File: config.mk
export PLATFORM = sky130hd
export DESIGN_NAME = bus_cs_ctrl
export DESIGN_NICKNAME = d
export VERILOG_FILES = /design/src/bank_decode.v /design/src/bus_cs_ctrl.v
export VERILOG_INCLUDE_DIRS = /design/src
export SDC_FILE = /design/constraint.sdc
export NUM_CORES = 1
export LEC_CHECK = 0
export BUFFER_PORTS_ARGS = -buffer_cell sky130_fd_sc_hd__buf_2
export CORE_MARGIN = 2
export CORE_UTILIZATION = 40
export CTS_BUF_LIST = sky130_fd_sc_hd__clkbuf_8 sky130_fd_sc_hd__clkbuf_16
export CTS_CLUSTER_SIZE = 10
export DETAILED_ROUTE_END_ITERATION = 8
export REMOVE_ABC_BUFFERS = 1
export SYNTH_ARGS = -nofsm -noshare
export SYNTH_HDL_FRONTEND = slang
export SYNTH_SLANG_ARGS = --single-unit
File: constraint.sdc
create_clock -name clk -period 3.4 [get_ports clk]
set_clock_uncertainty 0.05 [all_clocks]
set_input_delay 0.34 -clock clk [delete_from_list [all_inputs] [get_ports clk]]
set_output_delay 0.34 -clock clk [all_outputs]
set_load 0.01 [all_outputs]
File: src/bank_map.vh
// Constants for the external bus chip select controller
`ifndef BANK_MAP_VH
`define BANK_MAP_VH
`define NUM_BANKS 6
`define CFG_EN_BIT 0
`define CFG_WIDTH16_BIT 1
`define CFG_STROBE_BIT 2
`define CFG_SIZE_LSB 4
`define CFG_SIZE_MSB 6
`define TMG_WAIT_LSB 0
`define TMG_WAIT_MSB 3
`define BASE_SHIFT 20
`define BANK_SPAN_BITS 20
`define SPAN_MIN_BITS 16
`define CFG_SIZE_MAX 3'h4
`define MIF_CLK_EN_BIT 0
`define CFG_RESET 8'h00
`define TMG_RESET 8'h0F
`define BASE_RESET 8'h00
`define MIF_CFG_RESET 8'h01
`endif

File: src/bank_decode.v
// Address range decoder for one bank
`timescale 1ns/10ps
`include "bank_map.vh"
module bank_decode #(
  parameter AW = 24
) (
  input wire [AW-1:0] addr,
  input wire [7:0] cfg,
  input wire [7:0] base,
  output wire hit
);
  wire [AW-1:0] base_addr;
  wire [AW-1:0] span_mask;
  wire [AW-1:0] min_span;
  wire [2:0] size_code;
  // Base in 1 MB units, size from 64 kB up to 1 MB
  assign size_code = cfg[`CFG_SIZE_MSB:`CFG_SIZE_LSB];
  assign base_addr = {base[AW-`BASE_SHIFT-1:0], {`BASE_SHIFT{1'b0}}};
  assign min_span = {{(AW-`SPAN_MIN_BITS){1'b0}}, {`SPAN_MIN_BITS{1'b1}}};
  assign span_mask = (min_span << size_code) | min_span;
  // Hit only while enabled and inside the programmed range
  assign hit = cfg[`CFG_EN_BIT] &&
    ((addr & ~span_mask) == (base_addr & ~span_mask)) &&
    (size_code <= `CFG_SIZE_MAX);
endmodule

File: src/bus_cs_ctrl.v
// External bus chip select controller with word-wide reads
`timescale 1ns/10ps
// How it works
// - Six active-low chip selects, one per bank register set.
// - Each bank has its own enable, range, access time, strobe style, width.
// - Each bank covers up to 1 MB of address space.
// - Per bank choose separate read/write strobes or direction plus data strobe.
// - Every external read fetches a full 16-bit word.
// - Byte reads return the addressed byte and drop the other.
// - An 8-bit bank reads a word as two consecutive byte cycles.
// - A 16-bit bank completes a byte read in one word cycle.
// - Clock output is the system clock, aligned with bus outputs.
// - Clock output driven after reset; software may float it.
// - Each bank has config, base address and timing registers.
// - Clock output enable is a bit of the memory interface config.
`include "bank_map.vh"
module bus_cs_ctrl #(
  parameter AW = 24
) (
  input wire clk,
  input wire rst_n,
  input wire ce,
  input wire core_system_clock,
  input wire cfg_we,
  input wire [2:0] cfg_bank,
  input wire [1:0] cfg_sel,
  input wire [7:0] cfg_wdata,
  input wire req_valid,
  input wire req_write,
  input wire req_byte,
  input wire [AW-1:0] req_addr,
  input wire [15:0] req_wdata,
  output wire req_ready,
  output reg resp_valid,
  output reg [15:0] resp_rdata,
  output reg req_miss,
  output reg [AW-1:0] ext_addr,
  output reg [15:0] ext_dout,
  output reg ext_dout_en,
  input wire [15:0] ext_din,
  output reg [`NUM_BANKS-1:0] bank_select_n,
  output reg rd_n,
  output reg wr_n,
  output reg rw_dir,
  output reg ds_n,
  output wire bus_clock_out,
  output wire bus_clock_out_en,
  output reg [7:0] memory_interface_config,
  output wire bus_busy
);
  localparam S_IDLE = 3'b001;
  localparam S_ACC = 3'b010;
  localparam S_DONE = 3'b100;
  localparam SEL_CFG = 2'h0;
  localparam SEL_BASE = 2'h1;
  localparam SEL_TMG = 2'h2;
  localparam SEL_MIF = 2'h3;
  reg [7:0] bank_config [0:`NUM_BANKS-1];
  reg [7:0] bank_base [0:`NUM_BANKS-1];
  reg [7:0] bank_timing [0:`NUM_BANKS-1];
  reg [2:0] state_reg;
  reg [2:0] cur_bank_reg;
  reg [3:0] wait_reg;
  reg half_reg;
  reg write_reg;
  reg byte_reg;
  reg [AW-1:0] addr_reg;
  reg [15:0] wdata_reg;
  reg [7:0] low_byte_reg;
  wire [`NUM_BANKS-1:0] hits;
  reg [2:0] hit_idx;
  reg hit_any;
  integer k;
  integer j;
  genvar g;
  // Per-bank range decoders
  generate
    for (g = 0; g < `NUM_BANKS; g = g + 1) begin : g_dec
      bank_decode #(.AW(AW)) u_dec (
        .addr(req_addr),
        .cfg(bank_config[g]),
        .base(bank_base[g]),
        .hit(hits[g])
      );
    end
  endgenerate
  // Lowest matching bank wins so only one select can assert
  always @* begin
    hit_idx = 3'h0;
    hit_any = 1'b0;
    for (k = `NUM_BANKS - 1; k >= 0; k = k - 1) begin
      if (hits[k]) begin
        hit_idx = k[2:0];
        hit_any = 1'b1;
      end
    end
  end
  // Bank field helpers
  function is_wide;
    input [7:0] c;
    begin
      is_wide = c[`CFG_WIDTH16_BIT];
    end
  endfunction
  function is_ds_style;
    input [7:0] c;
    begin
      is_ds_style = c[`CFG_STROBE_BIT];
    end
  endfunction
  wire [7:0] cur_cfg = bank_config[cur_bank_reg];
  wire [3:0] cur_wait = bank_timing[cur_bank_reg][`TMG_WAIT_MSB:`TMG_WAIT_LSB];
  wire narrow = !is_wide(cur_cfg);
  assign req_ready = (state_reg == S_IDLE);
  assign bus_busy = (state_reg != S_IDLE);
  // Clock output follows the system clock, enabled by config bit
  assign bus_clock_out = core_system_clock;
  assign bus_clock_out_en = memory_interface_config[`MIF_CLK_EN_BIT];
  // Bank register file writes
  always @(posedge clk) begin
    if (!rst_n) begin
      for (j = 0; j < `NUM_BANKS; j = j + 1) begin
        bank_config[j] <= `CFG_RESET;
        bank_base[j] <= `BASE_RESET;
        bank_timing[j] <= `TMG_RESET;
      end
      memory_interface_config <= `MIF_CFG_RESET;
    end else if (ce && cfg_we) begin
      if (cfg_sel == SEL_MIF) begin
        memory_interface_config <= cfg_wdata;
      end else if (cfg_bank < `NUM_BANKS) begin
        case (cfg_sel)
          SEL_CFG: bank_config[cfg_bank] <= cfg_wdata;
          SEL_BASE: bank_base[cfg_bank] <= cfg_wdata;
          SEL_TMG: bank_timing[cfg_bank] <= cfg_wdata;
          default: bank_config[cfg_bank] <= bank_config[cfg_bank];
        endcase
      end
    end
  end
  // Bus cycle sequencer
  always @(posedge clk) begin
    if (!rst_n) begin
      state_reg <= S_IDLE;
      cur_bank_reg <= 3'h0;
      wait_reg <= 4'h0;
      half_reg <= 1'b0;
      write_reg <= 1'b0;
      byte_reg <= 1'b0;
      addr_reg <= {AW{1'b0}};
      wdata_reg <= 16'h0000;
      low_byte_reg <= 8'h00;
      resp_valid <= 1'b0;
      resp_rdata <= 16'h0000;
      req_miss <= 1'b0;
      ext_addr <= {AW{1'b0}};
      ext_dout <= 16'h0000;
      ext_dout_en <= 1'b0;
      bank_select_n <= {`NUM_BANKS{1'b1}};
      rd_n <= 1'b1;
      wr_n <= 1'b1;
      rw_dir <= 1'b1;
      ds_n <= 1'b1;
    end else if (ce) begin
      resp_valid <= 1'b0;
      req_miss <= 1'b0;
      case (state_reg)
        S_IDLE: begin
          if (req_valid) begin
            if (!hit_any) begin
              req_miss <= 1'b1;
              resp_valid <= 1'b1;
            end else begin
              cur_bank_reg <= hit_idx;
              write_reg <= req_write;
              byte_reg <= req_byte;
              addr_reg <= req_addr;
              wdata_reg <= req_wdata;
              half_reg <= 1'b0;
              wait_reg <= bank_timing[hit_idx][`TMG_WAIT_MSB:`TMG_WAIT_LSB];
              // Reads always start word aligned
              ext_addr <= req_write ? req_addr : {req_addr[AW-1:1], 1'b0};
              ext_dout <= req_wdata;
              ext_dout_en <= req_write;
              bank_select_n <= ~({{(`NUM_BANKS-1){1'b0}}, 1'b1} << hit_idx);
              if (is_ds_style(bank_config[hit_idx])) begin
                rw_dir <= ~req_write;
                ds_n <= 1'b0;
              end else begin
                rd_n <= req_write;
                wr_n <= ~req_write;
              end
              state_reg <= S_ACC;
            end
          end
        end
        S_ACC: begin
          if (wait_reg != 4'h0) begin
            wait_reg <= wait_reg - 4'h1;
          end else if (!write_reg && narrow && !half_reg) begin
            // Second byte cycle on a narrow bank
            low_byte_reg <= ext_din[7:0];
            half_reg <= 1'b1;
            ext_addr <= {addr_reg[AW-1:1], 1'b1};
            wait_reg <= cur_wait;
          end else if (write_reg && narrow && !byte_reg && !half_reg) begin
            half_reg <= 1'b1;
            ext_addr <= {addr_reg[AW-1:1], 1'b1};
            ext_dout <= {8'h00, wdata_reg[15:8]};
            wait_reg <= cur_wait;
          end else begin
            if (!write_reg) begin
              // Assemble word then pick byte when asked
              if (byte_reg) begin
                if (narrow) begin
                  resp_rdata <= {8'h00, addr_reg[0] ? ext_din[7:0] : low_byte_reg};
                end else begin
                  resp_rdata <= {8'h00, addr_reg[0] ? ext_din[15:8] : ext_din[7:0]};
                end
              end else begin
                resp_rdata <= narrow ? {ext_din[7:0], low_byte_reg} : ext_din;
              end
            end
            resp_valid <= 1'b1;
            bank_select_n <= {`NUM_BANKS{1'b1}};
            rd_n <= 1'b1;
            wr_n <= 1'b1;
            ds_n <= 1'b1;
            rw_dir <= 1'b1;
            ext_dout_en <= 1'b0;
            state_reg <= S_DONE;
          end
        end
        S_DONE: begin
          state_reg <= S_IDLE;
        end
        default: begin
          state_reg <= S_IDLE;
        end
      endcase
    end
  end
endmodule

# After elaboration in Yosys (flattened, before gate mapping)

Memory sizes are Yosys's and may differ from the RTL's. A register that Yosys moved wholly into a read port is not among the register bits.
Index checks and enable logic that the tools add are counted.

Add/sub/neg operators: 1
Order comparisons: 7
Eq/ne operators: 23
Shifts and indexed selects: 7
Muxes and demuxes: 125
Bitwise gates (word level): 25
Reductions and logical operators: 41

Operators with widths:

| kind                                                   | number |
|---|---|
| AND 24 bit                                             | 12 |
| equality test 24 bit                                   | 6 |
| NOT 24 bit                                             | 6 |
| left shift 16 x 3 -> 24 bit (first input constant)     | 6 |
| two-way mux 24 bit                                     | 5 |
| two-way mux 16 bit                                     | 7 |
| two-way mux 1 bit                                      | 66 |
| two-way mux 8 bit                                      | 7 |
| two-way mux 3 bit                                      | 18 |
| one-hot mux 24 bit (2 select lines)                    | 1 |
| one-hot mux 16 bit (2 select lines)                    | 1 |
| two-way mux 6 bit                                      | 5 |
| OR reduction 8 bit                                     | 3 |
| two-way mux 4 bit                                      | 5 |
| less-or-equal comparator 3 bit (second input constant) | 6 |
| logical AND 1 bit                                      | 18 |
| AND reduction 6 bit                                    | 3 |
| AND reduction 8 bit                                    | 2 |
| one-hot mux 1 bit (2 select lines)                     | 7 |
| AND reduction 7 bit                                    | 2 |
| != test 2 bit (second input constant)                  | 6 |
| one-hot mux 6 bit (2 select lines)                     | 1 |
| one-hot mux 4 bit (2 select lines)                     | 1 |
| AND reduction 4 bit                                    | 2 |
| 23 further kinds                                       | 33 |

Flip-flop bits (word level): 138
Memory bits (writable): 144
Bits of input ports: 77
Output and inout bits: 81
Word-level logic and storage cells: 253
Memories kept: 3

Memory list:

| name        | words | width | read ports | clocked after Yosys merged registers in | write ports | line             | RTL |
|---|---|---|---|---|---|---|---|
| bank_base   | 6     | 8     | 6          | 0                                       | 6           | bus_cs_ctrl.v:59 | `` reg [7:0] bank_base [0:`NUM_BANKS-1]; `` |
| bank_config | 6     | 8     | 8          | 1                                       | 6           | bus_cs_ctrl.v:58 | `` reg [7:0] bank_config [0:`NUM_BANKS-1]; `` |
| bank_timing | 6     | 8     | 2          | 1                                       | 6           | bus_cs_ctrl.v:60 | `` reg [7:0] bank_timing [0:`NUM_BANKS-1]; `` |

# Depth between registers and ports, before layout

An unclocked memory read counts as a cell.

Depth after elaboration: 18
Depth in mapped cells: 13
Depth with buffers taken out: 10

# Hierarchy

A second synthesis with hierarchy kept.

Cell total of the unflattened synthesis: 1129
Area total of the unflattened synthesis: 11437.2 um^2

By module, submodules not included:

| module      | times used | cells each | area each (um^2) | sequential area each (um^2) |
|---|---|---|---|---|
| bus_cs_ctrl | 1          | 1051       | 10919.2          | 6566.3 |
| bank_decode | 6          | 13         | 86.3             | 0.0 |

# Worst setup path before layout

No wires, ideal clock.

Kind: input to register
From: input port req_addr[22]
To: register resp_rdata[14]
Setup time: 0.125 ns
Data arrival time: 2.515 ns
Path slack: 0.710 ns
Stages: 12
Path buffers: 4
Cell sequence: buf_2 xor2_1 a2111oi_4 nand4_2 o21a_1 buf_6 a41o_4 or3_1 buf_6 buf_6 a21oi_1 nor2_2

RTL lines:

| what                   | line              | RTL |
|---|---|---|
| start: declaration     | bus_cs_ctrl.v:31  | `input wire [AW-1:0] req_addr,` |
| end signal: assignment | bus_cs_ctrl.v:216 | `resp_rdata <= {8'h00, addr_reg[0] ? ext_din[7:0] : low_byte_reg};` |
| end signal: assignment | bus_cs_ctrl.v:218 | `resp_rdata <= {8'h00, addr_reg[0] ? ext_din[15:8] : ext_din[7:0]};` |
| end signal: assignment | bus_cs_ctrl.v:221 | `resp_rdata <= narrow ? {ext_din[7:0], low_byte_reg} : ext_din;` |
| end: declaration       | bus_cs_ctrl.v:35  | `output reg [15:0] resp_rdata,` |

==> results.tsv <==
metric	value	unit
fin nets	1337	
Core ar.	25760	µm²
worst vdd ir	0.0003178	V
slowest stage delay, CP	600	ps
Largest regs	bank_config: 38 flops, bank_timing: 32 flops	
Slew Viols, Final	0	
Main synth FF type	dfxtp_1	
drt pass-1 iters	5	
Yosys warning total	0	
Routability Congestion	0.8835	
Final Core Density	48.46	%
FFs w/ async S/R, synth	0	%
most frequent cells after synthesis	210 x nand2_1, 133 x dfxtp_1, 96 x nor2_1, 94 x edfxtp_1, 77 x a21oi_1	
Slew @ Worst Pin	1156	ps
Clock Path Buffers	3	
Syn Area/Cell	9.495	µm²
CTS Sinks	227	
vias per cell	5.396	
most common cell in the netlist	nand2_1	
root buffer cell	clkbuf_16	
share of cells above drive strength 1	20.50	%
RSZ-0062 raised after global routing	false	
Worst Path Max Fanout	18	
relative slew slack	22.91	%
fmax	328.4	MHz
number of flops mapped to enable cells by yosys	94	
Yosys cell types	69	
Mapped Area	10410	µm²
DRC	0	
initial antenna violation count	0	
Die W	165.3	µm
remaining antenna violation count	0	
CP startpoint kind	flop	
clock transition at the registers of the reported paths	60	ps
Biggest register	bank_config	
die area	27320	µm²
CTS tree	built	
CP cell instances	xnor2_1 -> nand3_1 -> or4_4 -> and2_4 -> a41o_4 -> or3_1 -> a2111oi_2 -> a21oi_1 -> nor2_1	
critical path class	reg2reg	
Max-cap violations	0	
number of synthesized register bits	227	
IO Count	158	
cell internal pwr	0.004510	W
n_diodes	0	
Die Ht	165.3	µm
Sw Share	23.86	%
number of global-route vias before repair	7904	
placed cell count	1552	
Pwr per Cell Area	474.4	nW/µm²
Seq/Total Area, Yosys	52.71	%
HP Class	in2reg	
first-pass GRT wire length	43390	µm
Yosys top cell area share	27.13	%
Overflow after GRT	0	
I/O Buffers	155	
cell taking the most area after synthesis	edfxtp_1	
Sw Pwr	0.001413	W
crit path max-delay cell type	or4_4	
total number of vias	8677	
CTS H-tree depth	1	
detailed placement HPWL	19370	µm
Logic pwr share	7.8	%
Storage cell area	5485	µm²
Worst-Skew Late Latency	530	ps
fill count	2464	
Area growth, synth to finish	19.97	%
# rows	59	
Mapped Cells	1096	
Global Route Usage Sum	20.28	%
multi-input logic area	4568	µm²
period utilisation layout	89.55	%
max FFs per register	38	
endpoint type of the worst setup path	flop	
initial detailed-routing violation count	728	
Fin. Hold Viols	0	
Design Power	0.005923	W
final setup violation count	0	
initial core utilization	40.39	%
largest net degree at the start of global routing	100	
Clock power frac	42.0	%
postcts setup bufs	0	
TritonCTS buffer count	27	
status	completed	
Routed WL	28560	µm
Leak	4.871	nW
CP arrival	3450	ps
Area contributors post-synth	edfxtp_1 27%, dfxtp_1 26%, nand2_1 7.6%	
non-filler cells, final	1608	
minimum clock period	3045	ps
Crit path required time	3810	ps
routed length per instance	17.76	µm
part of the power in registers	50.1	%
-- stage by stage --
step	hold WS, ps	TNS [ps]	cell area, µm²	setup WS (ps)
2_1_floorplan	351.9	-63800	10070	-1758
3_3_place_gp	392.0	0	11610	226.5
3_5_place_dp	394.7	0	11610	186.2
4_1_cts	0.9180	0	12480	365.4
5_1_grt	12.11	0	12480	105.6
6_report	15.73	0	12480	355.3
-- cells by family (layout without fill, tap and decap cells) --
family | count (synthesis) | in the layout | synth area share [%]
DFF | 227 | 227 | 52.71
and+or+nand+nor | 487 | 487 | 22.36
xor gates and xnor gates | 25 | 25 | 2.104
buffers and inverters | 96 | 264 | 4.136
other | 1 | 10 | 0.03604
muxes | 32 | 32 | 4.292
AOI/OAI and AO/OA | 227 | 227 | 14.24
adders and majority gates | 1 | 1 | 0.1202
-- cells in the final DEF, fill, tap and decap left out, types with 12 or more instances in the layout --
master         instances
nor2b_1               12
o21ai_0               52
buf_4                 34
a21oi_1               75
clkbuf_16             27
nor2_1                96
or3_1                 13
and2_1                14
and3_1                51
xnor2_1               18
nand2_1              210
mux2i_1               20
nand4_1               13
dlygate4sd3_1         13
a311oi_1              39
buf_2                155
dfxtp_1              133
nand3_1               19
nor3_1                14
edfxtp_1              94
inv_1                 30
-- area by class of cell --
class | instances | share of cell area (%)
inverter | 17 | 0.5211
timing repair buffer | 204 | 9.621
clock buffer | 27 | 5.412
tap | 335 | 3.357
sequential | 227 | 43.94
multi-input combinational | 782 | 36.59
clock inverter | 16 | 0.5612
-- what timing repair did --
item                                    4_1_cts  5_1_grt
hold endpoints to repair                     14        0
hold buffers                                 13        0
gates resized for setup                       0        0
endpoints found under the setup margin        0        0
-- path summary, 6_finish.rpt --
check	slack, ps	cells after the start	end	start
worst max-delay path	360	9	resp_rdata[7]	bank_base[3][3]
worst min-delay path	20	3	ext_dout[12]	req_wdata[12]
worst max register to register	360	9	resp_rdata[7]	bank_base[3][3]
worst min register to register	400	2	wdata_reg[8]	wdata_reg[8]
-- worst max-delay path, delay by kind of cell (launching register included) --
family          cells  cell delay, ps
xor+xnor            1             180
flops               1             390
simple gates        5            1650
compound gates      3             710
-- routing by layer --
metal  routed length (µm)  vias to the layer above  global-route usage (%)
li1                     -                     4238                       -
met1                13430                     4098                   28.89
met2                12740                      290                   32.41
met3                 1721                       51                   3.147
met4                  674                        0                   5.055
met5                    0                        -                       0
-- power by group through the flow --
stage / Combinational (W) / Sequential [W] / Clock, W
after CTS: 0.000464 / 0.00297 / 0.00254
after detailed placement: 0.000450 / 0.00303 / 0
after floorplan: 0.000230 / 0.00302 / 0
after global routing: 0.000510 / 0.00298 / 0.00264
after global placement: 0.000448 / 0.00302 / 0
final: 0.000464 / 0.00297 / 0.00249
Power figures use the tool's default switching activity.
